[config.mk]
export PLATFORM = sky130hd
export DESIGN_NAME = scp_sensor_control
export DESIGN_NICKNAME = d
export VERILOG_FILES = /design/src/scp_pkg.sv /design/src/scp_sensor_control.sv /design/src/scp_word_buffer.sv
export SDC_FILE = /design/constraint.sdc
export NUM_CORES = 1
export LEC_CHECK = 0
export BUFFER_PORTS_ARGS = -buffer_cell sky130_fd_sc_hd__buf_4
export CAP_MARGIN = 20
export CORE_MARGIN = 5
export CORE_UTILIZATION = 60
export DETAILED_ROUTE_END_ITERATION = 12
export HOLD_SLACK_MARGIN = 0.12
export PLACE_DENSITY_LB_ADDON = 0.15
export SETUP_SLACK_MARGIN = 0.3
export SLEW_MARGIN = 15
export SYNTH_ARGS = -nofsm -noshare
export SYNTH_HDL_FRONTEND = slang
export SYNTH_SLANG_ARGS = --single-unit
[constraint.sdc]
create_clock -name clock_i -period 2.6 [get_ports clock_i]
set_input_delay 0.52 -clock clock_i [delete_from_list [all_inputs] [get_ports clock_i]]
set_output_delay 0.52 -clock clock_i [all_outputs]
set_load 0.02 [all_outputs]
[src/scp_pkg.sv]
// constants of the sensor control and programming block
// assumes one 100 mhz clock; every pin input is already synchronous to it
// What this block does
// - pixel appears at output six column clocks after column pointer advances
// - blanking clears column shift register; controller resyncs before reading pixels
// - mux select: 000 pixel, 001 temperature, 100-111 aux inputs, 010/011 unused
// - while column clock halts, output holds last presented pixel
// - column clock resumes on rising edge; next pixel follows, none skipped
// - converter samples on rising edge, updates output on falling edge
// - converter delivers each sample six and a half clock cycles later
// - programming port: ten-bit bus plus line, column and config strobes
// - line and column strobes load all ten bus bits into start pointers
// - start pointers are latches, transparent while strobe is high
// - config write rising edge: bits 9:8 pick register, low byte stored
// - config registers change only on config write rising edge or while config reset is low
// - config reset low clears four config registers, start pointers untouched
// - operating: scan-end 6:5, mux 4:2, bit 1 nondestructive, bit 0 standby
// - start pointers take 0 to 1023, start of one-hot shift registers
// - scan-end: 00 line read, 01 line reset, 10/11 column read pointer
// - gain/offset: offset 7:2, gain 1:0 selecting 1, 2, 4, 8
// - standby disables column bias, amplifier, output buffer, offset converters

package scp_pkg;
    localparam int BUS_W = 10;
    localparam int CFG_W = 8;
    localparam int SEL_MSB = 9;
    localparam int SEL_LSB = 8;

    localparam logic [1:0] REG_OPERATING = 2'h0;
    localparam logic [1:0] REG_GAIN_OFFSET = 2'h1;
    localparam logic [1:0] REG_DARK_LEVEL = 2'h2;
    localparam logic [1:0] REG_COLUMN_TRIM = 2'h3;
    localparam logic [7:0] CFG_RESET_VAL = 8'h00;
    localparam logic [9:0] PTR_RESET_VAL = 10'h000;
    localparam logic [9:0] PTR_LAST = 10'h3ff;

    localparam int OP_STANDBY_BIT = 0;
    localparam int OP_NDR_BIT = 1;
    localparam int OP_MUX_LSB = 2;
    localparam int OP_MUX_MSB = 4;
    localparam int OP_SCAN_LSB = 5;
    localparam int OP_SCAN_MSB = 6;
    localparam int GAIN_LSB = 0;
    localparam int GAIN_MSB = 1;
    localparam int OFFS_LSB = 2;
    localparam int OFFS_MSB = 7;

    localparam logic [2:0] MUX_PIXEL = 3'h0;
    localparam logic [2:0] MUX_TEMP = 3'h1;
    localparam logic [2:0] MUX_AUX1 = 3'h4;
    localparam logic [2:0] MUX_AUX2 = 3'h5;
    localparam logic [2:0] MUX_AUX3 = 3'h6;
    localparam logic [2:0] MUX_AUX4 = 3'h7;
    localparam logic [1:0] SCAN_LINE_READ = 2'h0;
    localparam logic [1:0] SCAN_LINE_RESET = 2'h1;

    // column clock cycles from pointer advance to output
    localparam int COLUMN_LATENCY = 6;
    // whole converter rising edges before the output falling edge (6.5 cycles)
    localparam int CONV_RISES = 6;
    localparam int BUF_DEPTH = 2;
endpackage

[src/scp_sensor_control.sv]
// sensor control side: programming port, column pointer, output path, converter
// assumes every pin input (strobes, column and converter clocks) is synchronous
// to clock_i and that each of their levels lasts at least one clock cycle

`timescale 1ns/1ps
`default_nettype none

module scp_sensor_control #(
    parameter int PIX_W = 12,
    parameter int PTR_W = scp_pkg::BUS_W
) (
    input wire logic clock_i,
    input wire logic rst_n_i,
    // programming port
    input wire logic [scp_pkg::BUS_W-1:0] addr_data_i,
    input wire logic line_start_strobe_i,
    input wire logic column_start_strobe_i,
    input wire logic config_write_strobe_i,
    input wire logic config_reset_n_i,
    // readout controls
    input wire logic column_clock_i,
    input wire logic blank_i,
    input wire logic calibrate_i,
    input wire logic line_pointer_init_i,
    input wire logic line_read_advance_i,
    input wire logic line_reset_advance_i,
    input wire logic converter_clock_i,
    // values standing in for the analog sources
    input wire logic [PIX_W-1:0] pixel_value_i,
    input wire logic [PIX_W-1:0] temp_value_i,
    input wire logic [PIX_W-1:0] aux_analog_in_1_i,
    input wire logic [PIX_W-1:0] aux_analog_in_2_i,
    input wire logic [PIX_W-1:0] aux_analog_in_3_i,
    input wire logic [PIX_W-1:0] aux_analog_in_4_i,
    // pointers and configuration seen by the array
    output logic [PTR_W-1:0] column_read_pointer_o,
    output logic column_pointer_live_o,
    output logic [PTR_W-1:0] line_read_pointer_o,
    output logic [PTR_W-1:0] line_reset_pointer_o,
    output logic [PTR_W-1:0] line_start_pointer_o,
    output logic [PTR_W-1:0] column_start_pointer_o,
    output logic scan_end_output_o,
    output logic nondestructive_select_o,
    output logic standby_o,
    output logic bias_enable_o,
    output logic gain_stage_calibrate_o,
    output logic [1:0] gain_code_o,
    output logic [5:0] offset_code_o,
    output logic [scp_pkg::CFG_W-1:0] dark_level_o,
    output logic [scp_pkg::CFG_W-1:0] column_trim_o,
    // analog output stand-in and converter
    output logic [PIX_W-1:0] signal_out_o,
    output logic [PIX_W-1:0] converter_word_o,
    output logic converter_ready_o,
    output logic stream_valid_o,
    input wire logic stream_ready_i,
    output logic [PIX_W-1:0] stream_data_o
);
    localparam int LAT = scp_pkg::COLUMN_LATENCY;
    localparam int CNV = scp_pkg::CONV_RISES;

    typedef struct packed {
        logic [scp_pkg::CFG_W-1:0] op;
        logic [scp_pkg::CFG_W-1:0] gain_offset;
        logic [scp_pkg::CFG_W-1:0] dark;
        logic [scp_pkg::CFG_W-1:0] trim;
        logic [PTR_W-1:0] line_start;
        logic [PTR_W-1:0] col_start;
        logic [PTR_W-1:0] line_rd;
        logic [PTR_W-1:0] line_rst;
        logic [PTR_W-1:0] col_rd;
        logic col_live;
        logic col_phase;
        logic write_prev;
        logic colclk_prev;
        logic convclk_prev;
        logic [LAT-1:0][PIX_W-1:0] pix_pipe;
        logic [PIX_W-1:0] signal_out;
        logic [CNV:0][PIX_W-1:0] conv_pipe;
        logic [PIX_W-1:0] conv_word;
        logic conv_strobe;
    } scp_state_t;

    scp_state_t s;
    scp_state_t next_s;
    logic write_rise;
    logic colclk_rise;
    logic conv_rise;
    logic conv_fall;
    logic [2:0] mux_sel;
    logic [1:0] scan_sel;
    logic standby;
    logic [PIX_W-1:0] selected;

    assign write_rise = config_write_strobe_i && !s.write_prev;
    assign colclk_rise = column_clock_i && !s.colclk_prev;
    assign conv_rise = converter_clock_i && !s.convclk_prev;
    assign conv_fall = !converter_clock_i && s.convclk_prev;
    assign mux_sel = s.op[scp_pkg::OP_MUX_MSB:scp_pkg::OP_MUX_LSB];
    assign scan_sel = s.op[scp_pkg::OP_SCAN_MSB:scp_pkg::OP_SCAN_LSB];
    assign standby = s.op[scp_pkg::OP_STANDBY_BIT];

    // unused codes and standby give a flat zero so a stale source cannot leak out
    always_comb begin
        selected = '0;
        case (mux_sel)
            scp_pkg::MUX_PIXEL: selected = s.pix_pipe[LAT-1];
            scp_pkg::MUX_TEMP: selected = temp_value_i;
            scp_pkg::MUX_AUX1: selected = aux_analog_in_1_i;
            scp_pkg::MUX_AUX2: selected = aux_analog_in_2_i;
            scp_pkg::MUX_AUX3: selected = aux_analog_in_3_i;
            scp_pkg::MUX_AUX4: selected = aux_analog_in_4_i;
            default: selected = '0;
        endcase
        if (standby) begin
            selected = '0;
        end
    end

    always_comb begin
        next_s = s;
        next_s.write_prev = config_write_strobe_i;
        next_s.colclk_prev = column_clock_i;
        next_s.convclk_prev = converter_clock_i;
        next_s.conv_strobe = 1'b0;

        // start pointers follow the bus while their strobe is high
        if (line_start_strobe_i) begin
            next_s.line_start = addr_data_i;
        end
        if (column_start_strobe_i) begin
            next_s.col_start = addr_data_i;
        end

        // configuration registers: edge triggered, reset wins over a write
        if (!config_reset_n_i) begin
            next_s.op = scp_pkg::CFG_RESET_VAL;
            next_s.gain_offset = scp_pkg::CFG_RESET_VAL;
            next_s.dark = scp_pkg::CFG_RESET_VAL;
            next_s.trim = scp_pkg::CFG_RESET_VAL;
        end else if (write_rise) begin
            case (addr_data_i[scp_pkg::SEL_MSB:scp_pkg::SEL_LSB])
                scp_pkg::REG_OPERATING: next_s.op = addr_data_i[scp_pkg::CFG_W-1:0];
                scp_pkg::REG_GAIN_OFFSET: next_s.gain_offset = addr_data_i[scp_pkg::CFG_W-1:0];
                scp_pkg::REG_DARK_LEVEL: next_s.dark = addr_data_i[scp_pkg::CFG_W-1:0];
                scp_pkg::REG_COLUMN_TRIM: next_s.trim = addr_data_i[scp_pkg::CFG_W-1:0];
                default: next_s.op = s.op;
            endcase
        end

        // line pointers, advanced one position at a time; wrap past the last line
        if (line_pointer_init_i) begin
            next_s.line_rd = s.line_start;
            next_s.line_rst = s.line_start;
        end else begin
            if (line_read_advance_i) begin
                next_s.line_rd = PTR_W'(s.line_rd + 1'b1);
            end
            if (line_reset_advance_i) begin
                next_s.line_rst = PTR_W'(s.line_rst + 1'b1);
            end
        end

        // column pointer: blanking empties the one-hot register, the first
        // column clock after it reloads the start (the resync), then every
        // second rising edge moves one pixel on
        if (blank_i) begin
            next_s.col_live = 1'b0;
            next_s.col_phase = 1'b0;
        end else if (colclk_rise) begin
            if (!s.col_live) begin
                next_s.col_live = 1'b1;
                next_s.col_rd = s.col_start;
                next_s.col_phase = 1'b0;
            end else begin
                next_s.col_phase = !s.col_phase;
                if (s.col_phase) begin
                    next_s.col_rd = PTR_W'(s.col_rd + 1'b1);
                end
            end
        end

        // output delay line moves only on column clock edges, so a halted
        // clock holds the last presented pixel and resumes without a skip
        if (colclk_rise) begin
            next_s.pix_pipe = {s.pix_pipe[LAT-2:0], pixel_value_i};
        end
        next_s.signal_out = selected;

        // converter: sample on rise, present the sample six rises back on fall
        if (conv_rise) begin
            next_s.conv_pipe = {s.conv_pipe[CNV-1:0], s.signal_out};
        end
        if (conv_fall) begin
            next_s.conv_word = s.conv_pipe[CNV];
            next_s.conv_strobe = 1'b1;
        end
    end

    always_ff @(posedge clock_i) begin
        if (!rst_n_i) begin
            s <= '0;
        end else begin
            s <= next_s;
        end
    end

    // converter cannot stall; a full buffer shows on converter_ready_o
    scp_word_buffer #(
        .WIDTH(PIX_W),
        .DEPTH(scp_pkg::BUF_DEPTH)
    ) u_buffer (
        .clock_i(clock_i),
        .rst_n_i(rst_n_i),
        .in_valid_i(s.conv_strobe),
        .in_ready_o(converter_ready_o),
        .in_data_i(s.conv_word),
        .out_valid_o(stream_valid_o),
        .out_ready_i(stream_ready_i),
        .out_data_o(stream_data_o)
    );

    always_comb begin
        case (scan_sel)
            scp_pkg::SCAN_LINE_READ: scan_end_output_o = (s.line_rd == scp_pkg::PTR_LAST);
            scp_pkg::SCAN_LINE_RESET: scan_end_output_o = (s.line_rst == scp_pkg::PTR_LAST);
            default: scan_end_output_o = s.col_live && (s.col_rd == scp_pkg::PTR_LAST);
        endcase
    end

    assign column_read_pointer_o = s.col_rd;
    assign column_pointer_live_o = s.col_live;
    assign line_read_pointer_o = s.line_rd;
    assign line_reset_pointer_o = s.line_rst;
    assign line_start_pointer_o = s.line_start;
    assign column_start_pointer_o = s.col_start;
    assign nondestructive_select_o = s.op[scp_pkg::OP_NDR_BIT];
    assign standby_o = standby;
    assign bias_enable_o = !standby;
    assign gain_stage_calibrate_o = calibrate_i && !standby;
    assign gain_code_o = s.gain_offset[scp_pkg::GAIN_MSB:scp_pkg::GAIN_LSB];
    assign offset_code_o = s.gain_offset[scp_pkg::OFFS_MSB:scp_pkg::OFFS_LSB];
    assign dark_level_o = s.dark;
    assign column_trim_o = s.trim;
    assign signal_out_o = s.signal_out;
    assign converter_word_o = s.conv_word;
endmodule

`default_nettype wire

[src/scp_word_buffer.sv]
// two-entry word buffer with valid/ready on both sides
// assumes a synchronous active-low reset; read data come from a register

`timescale 1ns/1ps
`default_nettype none

module scp_word_buffer #(
    parameter int WIDTH = 12,
    parameter int DEPTH = scp_pkg::BUF_DEPTH
) (
    input wire logic clock_i,
    input wire logic rst_n_i,
    input wire logic in_valid_i,
    output logic in_ready_o,
    input wire logic [WIDTH-1:0] in_data_i,
    output logic out_valid_o,
    input wire logic out_ready_i,
    output logic [WIDTH-1:0] out_data_o
);
    localparam int PW = (DEPTH > 1) ? $clog2(DEPTH) : 1;
    localparam int CW = $clog2(DEPTH + 1);

    typedef struct packed {
        logic [DEPTH-1:0][WIDTH-1:0] mem;
        logic [PW-1:0] wr;
        logic [PW-1:0] rd;
        logic [CW-1:0] count;
    } scp_buf_state_t;

    scp_buf_state_t s;
    scp_buf_state_t next_s;
    logic push;
    logic pop;

    assign in_ready_o = (s.count != CW'(DEPTH));
    assign out_valid_o = (s.count != '0);
    assign out_data_o = s.mem[s.rd];
    assign push = in_valid_i && in_ready_o;
    assign pop = out_valid_o && out_ready_i;

    always_comb begin
        next_s = s;
        if (push) begin
            next_s.mem[s.wr] = in_data_i;
            next_s.wr = (s.wr == PW'(DEPTH - 1)) ? '0 : PW'(s.wr + 1'b1);
        end
        if (pop) begin
            next_s.rd = (s.rd == PW'(DEPTH - 1)) ? '0 : PW'(s.rd + 1'b1);
        end
        if (push && !pop) begin
            next_s.count = CW'(s.count + 1'b1);
        end else if (pop && !push) begin
            next_s.count = CW'(s.count - 1'b1);
        end
    end

    always_ff @(posedge clock_i) begin
        if (!rst_n_i) begin
            s <= '0;
        end else begin
            s <= next_s;
        end
    end
endmodule

`default_nettype wire

==> results.txt <==
Number of violations of the max-capacitance limit: 0
Sequential-to-total area share from yosys stat: 0.4870
Leading post-synthesis cells by instance count: nand2_1, dfxtp_1, a21oi_1
Relative area change from synthesis to final layout: 17.31%
Overall die height: 152.2 um
Number of buffers inserted during clock tree synthesis: 30
Post-Synthesis Net Count: 1529
Max-slew violations: 0
Max Clock Freq: 0.4091 GHz
Worst Path Max Fanout: 2
Number of synthesized register bits: 295
Number of antenna violations at the first check in global routing: 0
Die width: 152.2 um
Final routed wirelength across all metal layers: 27550 um
Mean cell area of the mapped netlist: 8.486 um^2
Fraction of layout instances using a drive strength above 1: 0.2119
Tcrit/Tclk final: 0.9402
Drt drc: 0
Count of final hold-check violations: 0
Type of the most critical hold path: input pin to register
Final standard cell count with taps included and fillers excluded: 1804
Total routing usage reported by global routing: 0.2266
Initial core utilization: 0.6051
Area of the core: 20040 um^2
Row count: 52
Count of flip-flops with a built-in enable after synthesis: 0
Cells taking the most area after synthesis: dfxtp_1, nand2_1, a21oi_1
Maximum clock path buffer count: 3
Remaining max-slew budget at the tightest pin: 0.3653
Sum of net half-perimeters after detailed placement: 18740 um
Clock transition at the registers of the reported paths: 0.06 ns
Worst hold slack after final layout: 0.2030 ns
Peak ir drop on the vdd network: 0.4804 mV
Top Ports: 214
Final count of negative-setup-slack endpoints: 0
Vias in the first global route: 9046
Area of the die: 23150 um^2
WL per Instance: 15.27 um
Number of distinct library cell variants in the gate-level netlist after synthesis: 57
Number of diodes added for antenna fixing: 0
Unrepaired setup endpoints after global routing: yes
Number of routed nets with antenna violations: 0
Via/cell ratio: 5.329
Fraction of registers with async set or reset after synthesis: 0
DR pass1 iterations: 5
Pin count of the biggest net entering global routing: 81
First-pass GRT wire length: 45040 um
Worst Path Class, Setup: register to primary output
Ys Warns: 0
Fin Setup TNS: 0 ns
Worst path required time: 2.08 ns
Element type at the critical path end: primary output
Post-layout nets: 1610
Type of origin of the critical path: register
Number of H-tree levels: 1
Leakage power figure: 5.452 nW
Clk Tree Root Cell: clkbuf_16
Area share of the leading cell type in the synthesized netlist: 0.4870
Post-synthesis instance total: 1429
Post-synthesis cell area: 12130 um^2
Placed cell count: 1743
Run status: finished, final reports clean
Post-route clock skew: 0.01419 ns
Routability-driven placement congestion ratio: 0.8916
Post-route minimum period: 2.444 ns
Flip-flop cell with the highest count after synthesis: dfxtp_1
Skew-Pair Late Insertion Delay: 0.54 ns
Violation count after the first detailed-route iteration: 500
Area leader, netlist: dfxtp_1
Post-layout total power: 9.698 mW
Number of buffers inserted by port buffering: 213
GRT Residual Overflow: 0
Sinks on Clock Net: 295
Arrival time worst endpoint: 1.92 ns
Worst-margin pin slew: 0.9479 ns
Clock tree from TritonCTS: yes
Count leader, synth: nand2_1
Total power density per cell area: 681.7 nW/um^2
Vias post-DR: 9613
-- timing repair --
item                                    4_1_cts  5_1_grt
setup buffers                                 4        1
endpoints found under the setup margin       13        1
endpoints found under the hold margin         0        0
gates resized for setup                      11        0
cloned                                        0        0
pin swaps                                     2        0
hold buffers                                  0        0
-- kinds of logic after synthesis --
kind of cell,share of synthesized area
and+or+nand+nor,0.1869
DFF,0.4870
AOI/OAI and AO/OA,0.1167
buffers and inverters,0.09544
muxes,0.09472
xor gates and xnor gates,0.01517
adders and majority gates,0.004127
-- sequential cells by signal, summed over array words and instances, names as in the netlist, 2 cells and up --
name,cells
line_reset_pointer_o,10
gain_code_o,2
line_read_pointer_o,10
signal_out_o,12
line_start_pointer_o,10
u_buffer.s,28
s,163
column_read_pointer_o,10
offset_code_o,6
column_trim_o,8
dark_level_o,8
converter_word_o,12
mux_sel,3
column_start_pointer_o,10
-- stage by stage --
stage / utilization / instance area [um^2] / setup slack, ns
6_report: 0.7099 / 14230 / 0.1555
3_5_place_dp: 0.6580 / 13190 / 0.4977
5_1_grt: 0.7099 / 14230 / 0.09048
4_1_cts: 0.7095 / 14220 / 0.1722
2_1_floorplan: - / 12130 / 0.7421
3_3_place_gp: 0.6580 / 13190 / 0.5488
-- layer usage --
metal,global-route usage,part of all wire
met1,0.2894,0.42
met2,0.3937,0.50
met3,0.03351,0.040
met4,0.07791,0.035
met5,0,0
-- final timing paths --
check / startpoint / to / slack (ns) / cells after the start
worst max-delay path: column_read_pointer_o[1] / scan_end_output_o / 0.16 / 6
worst min-delay path: config_write_strobe_i / s[183] / 0.20 / 2
worst max register to register: mux_sel[0] / signal_out_o[11] / 0.62 / 4
worst min register to register: s[39] / s[51] / 0.44 / 2
-- worst max-delay path, stage by stage (launching register included) --
cell and delay, ns:
dfxtp_4 0.36, ha_4 0.13, and4_1 0.22, nand4_1 0.18, o21ai_2 0.20, o31a_1 0.17
buf_6 0.12
-- area by class of cell --
class / instances / area, um^2
clock buffer: 43 / 860.8
multi-input combinational: 937 / 5111
timing repair buffer: 236 / 1851
sequential: 295 / 5916
fill: 1650 / 5813
inverter: 10 / 42.54
clock inverter: 13 / 107.6
tap: 270 / 337.8
-- report_power, final --
part | leakage (nW) | switching [mW] | internal (mW) | total [mW]
Clock | 0.467 | 1.72 | 2.41 | 4.12
Combinational | 2.59 | 0.486 | 0.363 | 0.849
Sequential | 2.39 | 0.112 | 4.61 | 4.73
Total | 5.45 | 2.32 | 7.38 | 9.70
-- layout by cell type (no fill, tap or decap), types with 3 or more instances in the layout --
cell type and n:
nand2b_1 5, nand3_1 14, nand4_1 10, clkbuf_8 4, a211oi_1 3, a22oi_1 9, nor2_1 96, dfxtp_1 291
nor2b_1 9, buf_4 229, mux2_2 13, o221ai_1 6, mux2_1 7, inv_1 7, and4_1 3, mux4_2 5
xnor2_1 11, and3b_1 3, ha_1 3, o21ai_0 12, and2_1 7, buf_12 6, clkbuf_16 31, nor3_1 7
nand2_1 371, xor2_1 10, mux2i_1 81, clkinvlp_4 4, o22ai_1 3, clkbuf_1 8, clkinv_2 6, a21oi_1 212
No activity file was read; power rests on OpenSTA's default activity.
